`src/rtl/cad_pkg.sv`:
```
// constants for the cpu8 instruction decode and effective-address block
package cad_pkg;
  // ----------------------------------------
  // addressing mode high nibbles
  // ----------------------------------------
  localparam logic [3:0] MODE_IMM  = 4'ha;
  localparam logic [3:0] MODE_DIR  = 4'hb;
  localparam logic [3:0] MODE_EXT  = 4'hc;
  localparam logic [3:0] MODE_IX2  = 4'hd;
  localparam logic [3:0] MODE_IX1  = 4'he;
  localparam logic [3:0] MODE_IX   = 4'hf;
  localparam logic [3:0] RMW_DIR   = 4'h3;
  localparam logic [3:0] RMW_INHA  = 4'h4;
  localparam logic [3:0] RMW_INHX  = 4'h5;
  localparam logic [3:0] RMW_IX1   = 4'h6;
  localparam logic [3:0] RMW_IX    = 4'h7;
  localparam logic [3:0] GRP_BTB   = 4'h0;
  localparam logic [3:0] GRP_BSC   = 4'h1;
  localparam logic [3:0] GRP_REL   = 4'h2;
  // ----------------------------------------
  // individual opcodes
  // ----------------------------------------
  localparam logic [3:0] LO_CPX                 = 4'h3;
  localparam logic [3:0] LO_ASR                 = 4'h7;
  localparam logic [7:0] OP_BRANCH_IRQ_PIN_LOW  = 8'h2e;
  localparam logic [7:0] OP_BRANCH_IRQ_PIN_HIGH = 8'h2f;
  localparam logic [7:0] OP_BRANCH_TO_SUB       = 8'had;
  localparam logic [7:0] OP_COPY_ACC_TO_INDEX   = 8'h97;
  localparam logic [7:0] OP_COPY_INDEX_TO_ACC   = 8'h9f;
  localparam logic [7:0] OP_SET_CARRY           = 8'h99;
  localparam logic [7:0] OP_CLEAR_CARRY         = 8'h98;
  localparam logic [7:0] OP_SET_INT_MASK        = 8'h9b;
  localparam logic [7:0] OP_CLEAR_INT_MASK      = 8'h9a;
  localparam logic [7:0] OP_RETURN_FROM_INT     = 8'h80;
  localparam logic [7:0] OP_RETURN_FROM_SUB     = 8'h81;
  localparam logic [7:0] OP_SOFTWARE_INT        = 8'h83;
  localparam logic [7:0] OP_RESET_STACK_PTR     = 8'h9c;
  localparam logic [7:0] OP_NO_OPERATION        = 8'h9d;
  // ----------------------------------------
  // cycle counts
  // ----------------------------------------
  localparam logic [3:0] CYC_IMM  = 4'h2;
  localparam logic [3:0] CYC_DIR  = 4'h3;
  localparam logic [3:0] CYC_EXT  = 4'h4;
  localparam logic [3:0] CYC_IX2  = 4'h5;
  localparam logic [3:0] CYC_IX1  = 4'h4;
  localparam logic [3:0] CYC_IX   = 4'h3;
  localparam logic [3:0] CYC_BIT  = 4'h5;
  localparam logic [3:0] CYC_REL  = 4'h3;
  localparam logic [3:0] CYC_BSR  = 4'h6;
  localparam logic [3:0] CYC_RMWI = 4'h3;
  localparam logic [3:0] CYC_RMWD = 4'h5;
  localparam logic [3:0] CYC_RMW1 = 4'h6;
  localparam logic [3:0] CYC_CTL  = 4'h2;
  localparam logic [3:0] CYC_RTI  = 4'h9;
  localparam logic [3:0] CYC_RTS  = 4'h6;
  localparam logic [3:0] CYC_SWI  = 4'ha;
  // ----------------------------------------
  // decoded addressing mode, one-hot
  // ----------------------------------------
  typedef enum logic [9:0] {
    AM_INH = 10'h001, AM_IMM = 10'h002, AM_DIR = 10'h004, AM_EXT = 10'h008,
    AM_IX  = 10'h010, AM_IX1 = 10'h020, AM_IX2 = 10'h040, AM_REL = 10'h080,
    AM_BSC = 10'h100, AM_BTB = 10'h200
  } cad_mode_t;
  // sequencer states, one-hot
  typedef enum logic [3:0] {
    ST_OPC = 4'h1, ST_B1 = 4'h2, ST_B2 = 4'h4, ST_DONE = 4'h8
  } cad_state_t;
endpackage

```
`src/rtl/cad_byte_store.sv`:
```
// small store holding the opcode and its two operand bytes
`timescale 1ns/1ps
module cad_byte_store (
  input  wire logic       clk,
  input  wire logic       sys_rst,
  input  wire logic       wr_en,
  input  wire logic [1:0] wr_idx,
  input  wire logic [7:0] wr_data,
  input  wire logic [1:0] rd_idx,
  output logic      [7:0] rd_data_q
);
  logic [7:0] mem_q [0:2];
  logic [7:0] rd_d;

  // ----------------------------------------
  // read select
  // ----------------------------------------
  always_comb begin
    rd_d = (rd_idx > 2'h2) ? 8'h00 : mem_q[rd_idx];
  end

  // write port and registered read
  always_ff @(posedge clk or posedge sys_rst) begin
    if (sys_rst) begin
      mem_q[0]  <= 8'h00;
      mem_q[1]  <= 8'h00;
      mem_q[2]  <= 8'h00;
      rd_data_q <= 8'h00;
    end else begin
      if (wr_en && wr_idx <= 2'h2) begin
        mem_q[wr_idx] <= wr_data;
      end
      rd_data_q <= rd_d;
    end
  end
endmodule

```
`src/rtl/cad_decode.sv`:
```
// instruction decode and effective-address generation for an 8-bit core
`timescale 1ns/1ps
module cad_decode (
  input  wire logic        clk,
  input  wire logic        sys_rst,
  input  wire logic        start,        // begin an instruction at pc
  input  wire logic [15:0] pc,           // opcode address
  input  wire logic [7:0]  index_reg,
  input  wire logic        cond_true,    // ccr branch condition from datapath
  input  wire logic        irq_pin,
  input  wire logic        mem_valid,    // fetch data valid
  input  wire logic [7:0]  mem_rdata,
  input  wire logic [7:0]  bit_byte,     // operand byte for bit test-branch
  output logic             fetch_req_q,
  output logic [15:0]      fetch_addr_q,
  output logic             done_q,       // one-cycle decode complete
  output logic [7:0]       opcode_q,
  output cad_pkg::cad_mode_t mode_q,
  output logic [15:0]      eff_addr_q,
  output logic [15:0]      next_pc_q,
  output logic [1:0]       length_q,
  output logic [3:0]       cycles_q,
  output logic [2:0]       bit_num_q,
  output logic             bit_set_op_q, // set vs clear for bit ops
  output logic             use_index_q,  // compare against index
  output logic             carry_val_q,  // tested bit for the carry flag
  output logic             carry_we_q,
  output logic             undefined_q
);
  // ----------------------------------------
  // decode helpers
  // ----------------------------------------
  // byte length from opcode
  function automatic logic [1:0] op_len(input logic [7:0] op);
    logic [3:0] hi;
    hi = op[7:4];
    case (hi)
      cad_pkg::GRP_BTB, cad_pkg::MODE_EXT, cad_pkg::MODE_IX2: op_len = 2'h3;
      cad_pkg::RMW_INHA, cad_pkg::RMW_INHX, cad_pkg::RMW_IX,
      cad_pkg::MODE_IX, 4'h8, 4'h9: op_len = 2'h1;
      default: op_len = 2'h2;
    endcase
  endfunction

  // undefined opcodes in the map
  function automatic logic op_undef(input logic [7:0] op);
    logic [3:0] lo;
    lo = op[3:0];
    op_undef = 1'b0;
    case (op[7:4])
      cad_pkg::RMW_DIR, cad_pkg::RMW_INHA, cad_pkg::RMW_INHX,
      cad_pkg::RMW_IX1, cad_pkg::RMW_IX:
        op_undef = (lo == 4'h1) || (lo == 4'h2) || (lo == 4'h5) || (lo == 4'hb) ||
                   (op == 8'h3e) || (op == 8'h4e) || (op == 8'h5e) ||
                   (op == 8'h6e) || (op == 8'h7e) || (op == 8'h5f && 1'b0);
      4'h8:    op_undef = !(op == cad_pkg::OP_RETURN_FROM_INT ||
                            op == cad_pkg::OP_RETURN_FROM_SUB ||
                            op == cad_pkg::OP_SOFTWARE_INT ||
                            lo == 4'he || lo == 4'hf);
      4'h9:    op_undef = (lo < 4'h7) || (lo == 4'he);
      cad_pkg::MODE_IMM:
        op_undef = (lo == 4'h7) || (lo == 4'hc) || (lo == 4'hf);
      default: op_undef = 1'b0;
    endcase
  endfunction

  // 8-bit signed offset added to a base
  function automatic logic [15:0] rel_tgt(input logic [15:0] base, input logic [7:0] off);
    rel_tgt = base + {{8{off[7]}}, off};
  endfunction

  // ----------------------------------------
  // sequencer state
  // ----------------------------------------
  cad_pkg::cad_state_t st_q, st_d;
  logic [15:0] fa_d;
  logic        fr_d;
  logic [1:0]  wr_idx;
  logic        wr_en;
  logic [1:0]  got_q, got_d;
  logic [7:0]  op_s, b1_s, b2_s;
  logic [7:0]  b1_q, b1_d;
  logic [7:0]  rd_data;

  cad_byte_store u_store (
    .clk       (clk),
    .sys_rst   (sys_rst),
    .wr_en     (wr_en),
    .wr_idx    (wr_idx),
    .wr_data   (mem_rdata),
    .rd_idx    (2'h0),
    .rd_data_q (rd_data)
  );

  // fetch sequencing: one byte per accepted fetch
  always_comb begin
    st_d   = st_q;
    fa_d   = fetch_addr_q;
    fr_d   = fetch_req_q;
    got_d  = got_q;
    b1_d   = b1_q;
    wr_en  = 1'b0;
    wr_idx = got_q;
    case (st_q)
      cad_pkg::ST_OPC: begin
        if (start && !fetch_req_q) begin
          fr_d  = 1'b1;
          fa_d  = pc;
          got_d = 2'h0;
        end else if (fetch_req_q && mem_valid) begin
          wr_en = 1'b1;
          got_d = 2'h1;
          if (op_len(mem_rdata) == 2'h1) begin
            fr_d = 1'b0;
            st_d = cad_pkg::ST_DONE;
          end else begin
            fa_d = fetch_addr_q + 16'h0001;
            st_d = cad_pkg::ST_B1;
          end
        end
      end
      cad_pkg::ST_B1: begin
        if (mem_valid) begin
          wr_en = 1'b1;
          b1_d  = mem_rdata;
          got_d = 2'h2;
          if (op_len(opcode_q) == 2'h2) begin
            fr_d = 1'b0;
            st_d = cad_pkg::ST_DONE;
          end else begin
            fa_d = fetch_addr_q + 16'h0001;
            st_d = cad_pkg::ST_B2;
          end
        end
      end
      cad_pkg::ST_B2: begin
        if (mem_valid) begin
          wr_en = 1'b1;
          got_d = 2'h3;
          fr_d  = 1'b0;
          st_d  = cad_pkg::ST_DONE;
        end
      end
      cad_pkg::ST_DONE: st_d = cad_pkg::ST_OPC;
      default:          st_d = cad_pkg::ST_OPC;
    endcase
  end

  always_ff @(posedge clk or posedge sys_rst) begin
    if (sys_rst) begin
      st_q         <= cad_pkg::ST_OPC;
      fetch_addr_q <= 16'h0000;
      fetch_req_q  <= 1'b0;
      got_q        <= 2'h0;
      b1_q         <= 8'h00;
    end else begin
      st_q         <= st_d;
      fetch_addr_q <= fa_d;
      fetch_req_q  <= fr_d;
      got_q        <= got_d;
      b1_q         <= b1_d;
    end
  end

  // ----------------------------------------
  // decode and address generation
  // ----------------------------------------
  // bytes as they stand when the final byte lands
  always_comb begin
    op_s = (st_q == cad_pkg::ST_OPC) ? mem_rdata : opcode_q;
    b1_s = (st_q == cad_pkg::ST_B1) ? mem_rdata : b1_q;
    b2_s = mem_rdata;
  end

  logic [7:0]  opc_d;
  cad_pkg::cad_mode_t mode_d;
  logic [15:0] ea_d, np_d;
  logic [3:0]  cyc_d;
  logic        done_d, take;
  logic [8:0]  lo_sum;
  logic [7:0]  hi_byte;
  logic        tested;

  always_comb begin
    done_d  = (st_d == cad_pkg::ST_DONE) && (st_q != cad_pkg::ST_DONE);
    opc_d   = (st_q == cad_pkg::ST_OPC && wr_en) ? mem_rdata : opcode_q;
    mode_d  = cad_pkg::AM_INH;
    ea_d    = 16'h0000;
    cyc_d   = cad_pkg::CYC_CTL;
    np_d    = pc + {14'h0000, op_len(op_s)};
    take    = cond_true;
    tested  = bit_byte[op_s[3:1]];
    lo_sum  = {1'b0, index_reg} + {1'b0, b2_s};
    hi_byte = b1_s + {7'h00, lo_sum[8]};
    case (op_s[7:4])
      cad_pkg::GRP_BTB: begin
        mode_d = cad_pkg::AM_BTB;
        ea_d   = {8'h00, b1_s};
        cyc_d  = cad_pkg::CYC_BIT;
        take   = op_s[0] ? !tested : tested;
        if (take) np_d = rel_tgt(pc + 16'h0003, b2_s);
      end
      cad_pkg::GRP_BSC: begin
        mode_d = cad_pkg::AM_BSC;
        ea_d   = {8'h00, b1_s};
        cyc_d  = cad_pkg::CYC_BIT;
      end
      cad_pkg::GRP_REL: begin
        mode_d = cad_pkg::AM_REL;
        cyc_d  = cad_pkg::CYC_REL;
        if (op_s == cad_pkg::OP_BRANCH_IRQ_PIN_LOW)  take = !irq_pin;
        if (op_s == cad_pkg::OP_BRANCH_IRQ_PIN_HIGH) take = irq_pin;
        ea_d = rel_tgt(pc + 16'h0002, b1_s);
        if (take) np_d = ea_d;
      end
      cad_pkg::RMW_INHA, cad_pkg::RMW_INHX: cyc_d = cad_pkg::CYC_RMWI;
      cad_pkg::RMW_DIR: begin
        mode_d = cad_pkg::AM_DIR;
        ea_d   = {8'h00, b1_s};
        cyc_d  = cad_pkg::CYC_RMWD;
      end
      cad_pkg::RMW_IX: begin
        mode_d = cad_pkg::AM_IX;
        ea_d   = {8'h00, index_reg};
        cyc_d  = cad_pkg::CYC_RMWD;
      end
      cad_pkg::RMW_IX1: begin
        mode_d = cad_pkg::AM_IX1;
        ea_d   = {8'h00, index_reg} + {8'h00, b1_s};
        cyc_d  = cad_pkg::CYC_RMW1;
      end
      4'h8: begin
        case (op_s)
          cad_pkg::OP_RETURN_FROM_INT: cyc_d = cad_pkg::CYC_RTI;
          cad_pkg::OP_RETURN_FROM_SUB: cyc_d = cad_pkg::CYC_RTS;
          cad_pkg::OP_SOFTWARE_INT:    cyc_d = cad_pkg::CYC_SWI;
          default:                     cyc_d = cad_pkg::CYC_CTL;
        endcase
      end
      4'h9: cyc_d = cad_pkg::CYC_CTL;
      cad_pkg::MODE_IMM: begin
        mode_d = cad_pkg::AM_IMM;
        ea_d   = pc + 16'h0001;
        cyc_d  = cad_pkg::CYC_IMM;
        if (op_s == cad_pkg::OP_BRANCH_TO_SUB) begin
          mode_d = cad_pkg::AM_REL;
          ea_d   = rel_tgt(pc + 16'h0002, b1_s);
          np_d   = ea_d;
          cyc_d  = cad_pkg::CYC_BSR;
        end
      end
      cad_pkg::MODE_DIR: begin
        mode_d = cad_pkg::AM_DIR;
        ea_d   = {8'h00, b1_s};
        cyc_d  = cad_pkg::CYC_DIR;
      end
      cad_pkg::MODE_EXT: begin
        mode_d = cad_pkg::AM_EXT;
        ea_d   = {b1_s, b2_s};
        cyc_d  = cad_pkg::CYC_EXT;
      end
      cad_pkg::MODE_IX2: begin
        mode_d = cad_pkg::AM_IX2;
        ea_d   = {hi_byte, lo_sum[7:0]};
        cyc_d  = cad_pkg::CYC_IX2;
      end
      cad_pkg::MODE_IX1: begin
        mode_d = cad_pkg::AM_IX1;
        ea_d   = {8'h00, index_reg} + {8'h00, b1_s};
        cyc_d  = cad_pkg::CYC_IX1;
      end
      cad_pkg::MODE_IX: begin
        mode_d = cad_pkg::AM_IX;
        ea_d   = {8'h00, index_reg};
        cyc_d  = cad_pkg::CYC_IX;
      end
      default: mode_d = cad_pkg::AM_INH;
    endcase
  end

  // results update only as an instruction completes, except opcode_q (loads when the opcode byte lands) and done_q
  always_ff @(posedge clk or posedge sys_rst) begin
    if (sys_rst) begin
      opcode_q     <= 8'h00;
      mode_q       <= cad_pkg::AM_INH;
      eff_addr_q   <= 16'h0000;
      next_pc_q    <= 16'h0000;
      length_q     <= 2'h0;
      cycles_q     <= 4'h0;
      bit_num_q    <= 3'h0;
      bit_set_op_q <= 1'b0;
      use_index_q  <= 1'b0;
      carry_val_q  <= 1'b0;
      carry_we_q   <= 1'b0;
      undefined_q  <= 1'b0;
      done_q       <= 1'b0;
    end else begin
      opcode_q <= opc_d;
      done_q   <= done_d;
      if (done_d) begin
        mode_q       <= mode_d;
        eff_addr_q   <= ea_d;
        next_pc_q    <= np_d;
        length_q     <= op_len(op_s);
        cycles_q     <= cyc_d;
        bit_num_q    <= op_s[3:1];
        bit_set_op_q <= !op_s[0];
        use_index_q  <= (op_s[3:0] == cad_pkg::LO_CPX) && (op_s[7:4] >= cad_pkg::MODE_IMM);
        carry_val_q  <= tested;
        carry_we_q   <= (op_s[7:4] == cad_pkg::GRP_BTB);
        undefined_q  <= op_undef(op_s);
      end
    end
  end

  // ----------------------------------------
  // checks
  // ----------------------------------------
  // stored opcode read back one cycle after done, before any new fetch lands
  store_opcode_a: assert property (@(posedge clk) disable iff (sys_rst)
    done_q |=> rd_data == opcode_q)
    else $error("stored opcode differs from decoded opcode");
  bit_cycles_a: assert property (@(posedge clk) disable iff (sys_rst)
    done_q && (opcode_q[7:5] == 3'h0) |-> cycles_q == 4'h5)
    else $error("bit op cycle count wrong");
  bsc_page_zero_a: assert property (@(posedge clk) disable iff (sys_rst)
    done_q && opcode_q[7:4] == 4'h1 |-> eff_addr_q[15:8] == 8'h00 && length_q == 2'h2)
    else $error("bit set/clear address not page zero");
  rel_len_a: assert property (@(posedge clk) disable iff (sys_rst)
    done_q && opcode_q[7:4] == 4'h2 |-> length_q == 2'h2 && cycles_q == 4'h3)
    else $error("branch length or cycles wrong");
  bsr_cycles_a: assert property (@(posedge clk) disable iff (sys_rst)
    done_q && opcode_q == 8'had |-> cycles_q == 4'h6 && mode_q == cad_pkg::AM_REL)
    else $error("subroutine branch decode wrong");
  ctl_cycles_a: assert property (@(posedge clk) disable iff (sys_rst)
    done_q && opcode_q == 8'h97 |-> cycles_q == 4'h2 && length_q == 2'h1)
    else $error("transfer decode wrong");
  swi_cycles_a: assert property (@(posedge clk) disable iff (sys_rst)
    done_q && opcode_q == 8'h83 |-> cycles_q == 4'ha)
    else $error("software interrupt cycles wrong");
  btb_carry_a: assert property (@(posedge clk) disable iff (sys_rst)
    done_q && opcode_q[7:4] == 4'h0 |-> carry_we_q)
    else $error("tested bit not sent to carry");
  cpx_index_a: assert property (@(posedge clk) disable iff (sys_rst)
    done_q && opcode_q == 8'ha3 |-> use_index_q)
    else $error("index compare not flagged");
  fetch_done_a: assert property (@(posedge clk) disable iff (sys_rst)
    fetch_req_q && mem_valid && st_q == cad_pkg::ST_OPC && mem_rdata[7:4] == 4'hf
    |=> done_q && !fetch_req_q)
    else $error("one-byte indexed fetch did not finish");
endmodule

```
`config.mk`:
```
export PLATFORM = sky130hd
export DESIGN_NAME = cad_decode
export DESIGN_NICKNAME = d
export VERILOG_FILES = /design/src/rtl/cad_pkg.sv /design/src/rtl/cad_byte_store.sv /design/src/rtl/cad_decode.sv
export SDC_FILE = /design/constraint.sdc
export NUM_CORES = 1
export LEC_CHECK = 0
export ABC_AREA = 1
export BUFFER_PORTS_ARGS = -buffer_cell sky130_fd_sc_hd__buf_2
export CAP_MARGIN = 20
export CELL_PAD_IN_SITES_DETAIL_PLACEMENT = 0
export CELL_PAD_IN_SITES_GLOBAL_PLACEMENT = 1
export CORE_MARGIN = 2
export CORE_UTILIZATION = 46
export DETAILED_ROUTE_END_ITERATION = 8
export PLACE_DENSITY = 0.95
export SLEW_MARGIN = 5
export SYNTH_ARGS = -nofsm -noshare
export SYNTH_HDL_FRONTEND = slang
export SYNTH_SLANG_ARGS = --single-unit
```
`constraint.sdc`:
```
create_clock -name clk -period 5.9 [get_ports clk]
set_clock_uncertainty 0.2 [all_clocks]
set_input_delay 0.295 -clock clk [delete_from_list [all_inputs] [get_ports clk]]
set_output_delay 0.295 -clock clk [all_outputs]
set_load 0.01 [all_outputs]
```
# Yosys cells after proc, flatten, opt, wreduce, memory -nomap -nowiden

Memory sizes are Yosys's and may differ from the RTL's. A register that Yosys moved wholly into a read port is not among the register bits.
Index checks and enable logic that the tools add are counted.

$add $sub $neg: 10
$mul: 0
Divide/modulo/power cells: 0
Magnitude comparators: 3
Equal/unequal tests: 49
Shift operators: 0
Multiplexer cells: 49
Bitwise operators: 0
Reduce and logical (&&, ||, !) cells: 40

Operators by type and width:

| kind                    | number |
|---|---|
| $mux W16                | 9 |
| $pmux W16 S7            | 1 |
| $pmux W10 S9            | 1 |
| $eq A4 B4 Y1 const B    | 13 |
| $pmux W16 S3            | 1 |
| $add A16 B1 Y16 const B | 2 |
| $add A16 B16 Y16        | 2 |
| $add A16 B2 Y16 const B | 2 |
| $eq A8 B7 Y1 const B    | 4 |
| $eq A8 B8 Y1 const B    | 4 |
| $pmux W16 S2            | 1 |
| $eq A4 B3 Y1 const B    | 7 |
| $pmux W4 S7             | 1 |
| $eq A8 B6 Y1 const B    | 3 |
| $mux W4                 | 6 |
| $mux W8                 | 3 |
| $pmux W4 S3             | 2 |
| $eq A4 B2 Y1 const B    | 5 |
| $add A8 B8 Y9           | 2 |
| $add A16 B2 Y16         | 1 |
| $logic_or A1 B1 Y1      | 15 |
| $reduce_or A5 Y1        | 3 |
| $mux W1                 | 14 |
| $eq A4 B1 Y1 const B    | 3 |
| other kinds (25)        | 46 |

Register bits: 92
Latch bits: 0
Memory bits (writable): 0
ROM bits: 128
Input bits: 46
Output and inout port bits: 82
Logic and storage cells: 171
Memories: 4

Memories:

| memory          | words | width | rd ports | clocked after memory_dff | wr ports | RTL line         | source |
|---|---|---|---|---|---|---|---|
| (no name shown) | 16    | 2     | 1        | 1                        | 0        | cad_decode.sv:37 | `case (hi)` |
| (no name shown) | 16    | 2     | 1        | 0                        | 0        | cad_decode.sv:37 |  |
| (no name shown) | 16    | 2     | 1        | 0                        | 0        | cad_decode.sv:37 |  |
| (no name shown) | 16    | 2     | 1        | 0                        | 0        | cad_decode.sv:37 |  |

# Longest topological paths before layout

Depth after elaboration: 12
Mapped depth: 26

# Worst setup path after synthesis

OpenSTA, ideal clock, no wires.

Path type: register to register
Start: reg st_q[0]
End: reg next_pc_q[13]
Setup time: 65 ps
Data arrival time: 3286 ps
Required time: 5635 ps
Slack: 2349 ps
Stages on the path, launching flop included: 27
Buffers on the path: 1
Period minus slack after synthesis: 3551 ps
Cell sequence: dfstp_2 -> inv_2 -> nor2_4 -> buf_6 -> nand3_1 -> nand2_2 -> inv_1 -> nor2_1 -> inv_1 -> nor2_2 -> inv_1 -> nand2_1 -> inv_1 -> ha_1 -> nand2_1 -> a21oi_1 -> inv_1 -> nor2_1 -> inv_1 -> nor2_1 -> xor2_1 -> inv_1 -> nand3_1 -> nand3_1 -> nand4_1 -> nand2_1 -> nand2_1

Word-level cells in the longest chain between the ends: 8
Elaborated cells on any way between the ends: 33
Those cells by class: add/sub: 2; eq/ne: 10; mux: 17; reduce/logical: 3; memory: 1

Ends and longest elaborated chain:

| element                                                                 | RTL line          | source |
|---|---|---|
| start, declared                                                         | cad_decode.sv:75  | `cad_pkg::cad_state_t st_q, st_d;` |
| start signal, assigned                                                  | cad_decode.sv:151 | `st_q <= cad_pkg::ST_OPC;` |
| start signal, assigned                                                  | cad_decode.sv:157 | `st_q <= st_d;` |
| parallel branches: the longest is 8 deep, another holds $add A16 B2 Y16 | --                |  |
| end signal, assigned                                                    | cad_decode.sv:303 | `next_pc_q <= np_d;` |
| end, declared                                                           | cad_decode.sv:20  | `output logic [15:0] next_pc_q,` |

Several ways; the timed one is not identified. The select of a mux whose other input is x is not followed.
A chain may end at the register's enable or synchronous reset.

# Worst setup path in the final report

Start: reg st_q[3]
End: reg next_pc_q[13]

Same word-level chain as after synthesis.

==> results.cfg <==
[cells_and_area]
fin_area_um2 = 10500
utilization = 0.5220
drive_gt1_frac = 0.1454
instances_no_fill = 1762
insertedDiodeCount = 0
regArea_um2 = 2355
multi_input_area_um2 = 6161
area_delta_synth_final_pct = 12.18
n_fill_cell = 2062
nets = 1618

[synthesis]
synth_area_leader_cell = dfrtp_1
synth.distinct_cells = 53
synthTopCellsByArea = dfrtp_1, nand2_1, ha_1
synth-seq-cells = 94
syn_inst = 1374
synth_edf_count = 0
ys_seq_area_frac = 0.2517
synthFlopType = dfrtp_1
async_flop_share = 1.000
synth_fp_nets = 1505
synth_top_area_frac = 0.2461
syn_avg_cell_area_um2 = 6.809
syn_area_um2 = 9355
synth_warnings = 0

[hold_path]
hp-start = mem_valid
hold_depth = 3
hold_end = st_q[3]
hp-class = primary input to register

[global_routing]
track_usage = 0.2976
grt_pass1_wl_um = 50290
grt_max_degree = 68
grt_overflow = 0
grt_pass1_vias = 9303
antenna_found_initial = 0

[placed_design]
placed_cells = 1744
port_buffers = 127
pre_cts_slack_ns = 1.292
placed_area_um2 = 10180
place_congestion = 1.025
dp_hpwl_um = 25350

[die]
die_x_um = 146.6
coreArea_um2 = 20100
ios = 128
dieArea_um2 = 21490
die_height_um = 146.6
num_rows = 52
start_util = 0.4653

[routing]
drc = 0
wl_um = 32230
wl_per_cell_um = 18.29
antenna_left = 0
firstDrtPassIters = 6
routed_via_density = 5.636
drtIter0Drc = 1046
routed-via-count = 9931

[pwr]
total_power_mw = 5.703
p_leak_nw = 5.489
power_density_nw_per_um2 = 543.4
ir_worst_vdd_mv = 0.2061

[clocking]
cts_buffer_depth = 2
htree_levels = 3
clockRootBuffer = clkbuf_16
clk_pin_slew_ns = 0.08
clock_latency_ns = 0.36
cts_made_buffers = 9
cts_tree = yes
clock_sinks = 94

[timing]
timing.final.ws_setup_ns = 1.194
max_freq_mhz = 212.5
slew_headroom = 0.4151
setup-tns-final_ns = 0
worst_hold_slack_ns = 0.03453
setup-violations-final = 0
slew_viol_final = 0
min_period_ns = 4.706
rsz0062_at_grt = no
min_period_over_period = 0.7975
final_hold_viol_count = 0
tightest_slew_ns = 0.8774

[worst_setup_path]
reg2reg_depth = 24
crit_path_frequent_cell = inv_1
reg2reg_slack_ns = 1.19
crit_type = register to register
r2r-start = st_q[3]
slowest_stage = nor2_2
required_ns = 6.00
critPathMaxFanout = 14
r2r_end = next_pc_q[13]
cpPeakStageDelay_ns = 0.50
cp_cell_sequence = nor2_2 > nand2_2 > nand2_1 > nand2_2 > nor2_1 > inv_1 > nor2_2 > inv_1 > nand2_1 > inv_1 > ha_1 > nand2_1 > a21oi_1 > inv_1 > nor2_1 > inv_1 > nor2_1 > xor2_1 > inv_1 > nand3_1 > nand3_1 > nand4_1 > nand2_1 > nand2_1
startpoint_type = register
arrival_ns = 4.80
endpoint_kind = register

[run_status]
run_status = completed

[job]
maxCapViolCount = 0
==> power breakdown <==
group          internal (mW)  total [mW]  switching, mW
combinational           1.26        3.96           2.70
sequential             0.931        1.13          0.203
clock                  0.301       0.609          0.308
total                   2.49        5.70           3.22
==> layer usage <==
metal / vias to the layer above / GRT usage / wire length [µm]
li1: 4801 / - / -
met1: 4581 / 0.4056 / 13910
met2: 465 / 0.4714 / 14500
met3: 84 / 0.04750 / 2578
met4: 0 / 0.1228 / 1250
met5: - / 0 / 0
==> flip-flops by register name, summed over array words and instances, names as in the netlist <==
register,count
b1_q,8
bit_num_q,3
bit_set_op_q,1
carry_val_q,1
carry_we_q,1
cycles_q,4
done_q,1
eff_addr_q,16
fetch_addr_q,16
fetch_req_q,1
length_q,2
mode_q,10
next_pc_q,16
opcode_q,8
st_q,4
undefined_q,1
use_index_q,1
==> cell families (layout without fill, tap and decap cells) <==
kind of cell | Yosys count | count (layout) | share of synthesized area
and+or+nand+nor | 658 | 658 | 0.3186
AOI/OAI and AO/OA | 276 | 276 | 0.1670
buffers and inverters | 202 | 320 | 0.08974
DFF | 94 | 94 | 0.2517
adders and majority gates | 85 | 85 | 0.1177
xor gates and xnor gates | 59 | 59 | 0.05524
==> synth_stat cells (9+ instances only) <==
cell / n
nor2_1: 113
dfrtp_1: 92
nand3b_1: 13
inv_1: 162
a21oi_1: 78
nor3_1: 21
nand2_2: 16
nand2_1: 342
buf_2: 16
o21ai_0: 122
o21ai_1: 12
xor2_1: 53
nand4_1: 22
o211ai_1: 9
nand3_1: 93
ha_1: 80
==> what timing repair did <==
action / 4_1_cts / 5_1_grt
hold endpoints to repair: 27 / 0
buffers inserted: 0 / 0
hold buffers: 1 / 0
gates resized for setup: 0 / 0
==> cell usage in the layout (no fill, tap or decap), types with 8 or more instances in the layout <==
| master | instances |
|---|---|
| nor2_2 | 8 |
| buf_2 | 128 |
| o22ai_1 | 8 |
| ha_1 | 80 |
| o211ai_1 | 9 |
| nand4_1 | 22 |
| nand2_2 | 16 |
| o21bai_1 | 8 |
| a21oi_1 | 78 |
| clkbuf_16 | 9 |
| inv_1 | 160 |
| xor2_1 | 53 |
| o21ai_0 | 122 |
| nand3_1 | 93 |
| nand3b_1 | 13 |
| dfrtp_1 | 92 |
| nor3_1 | 21 |
| o21ai_1 | 12 |
| nor2_1 | 113 |
| nand2_1 | 342 |
==> area by class of cell <==
| class | count | area share |
|---|---|---|
| Sequential cell | 94 | 0.2244 |
| Tap cell | 270 | 0.03219 |
| Inverter | 170 | 0.06104 |
| Multi-Input combinational cell | 1078 | 0.5870 |
| Timing Repair Buffer | 134 | 0.06676 |
| Clock buffer | 9 | 0.02146 |
| Clock inverter | 7 | 0.007153 |
==> worst max-delay path, delay by kind of cell, from the launching register on <==
family	cells	cell delay, ns
and+or+nand+nor	15	2.61
AOI/OAI and AO/OA	1	0.38
xor gates and xnor gates	1	0.25
DFF	1	0.41
adders and majority gates	1	0.26
buffers and inverters	6	0.54
==> worst max-delay path by stage <==
stage	startpoint	endpoint	slack, ns	cells past startpoint
2_1_floorplan	st_q[0]	next_pc_q[13]	2.35	26
3_3_place_gp	st_q[3]	next_pc_q[13]	1.46	24
3_5_place_dp	st_q[3]	next_pc_q[13]	1.29	24
4_1_cts	st_q[3]	next_pc_q[13]	1.27	24
5_1_grt	st_q[3]	next_pc_q[13]	0.83	24
6_report	st_q[3]	next_pc_q[13]	1.19	24
Power figures use the tool's default switching activity.
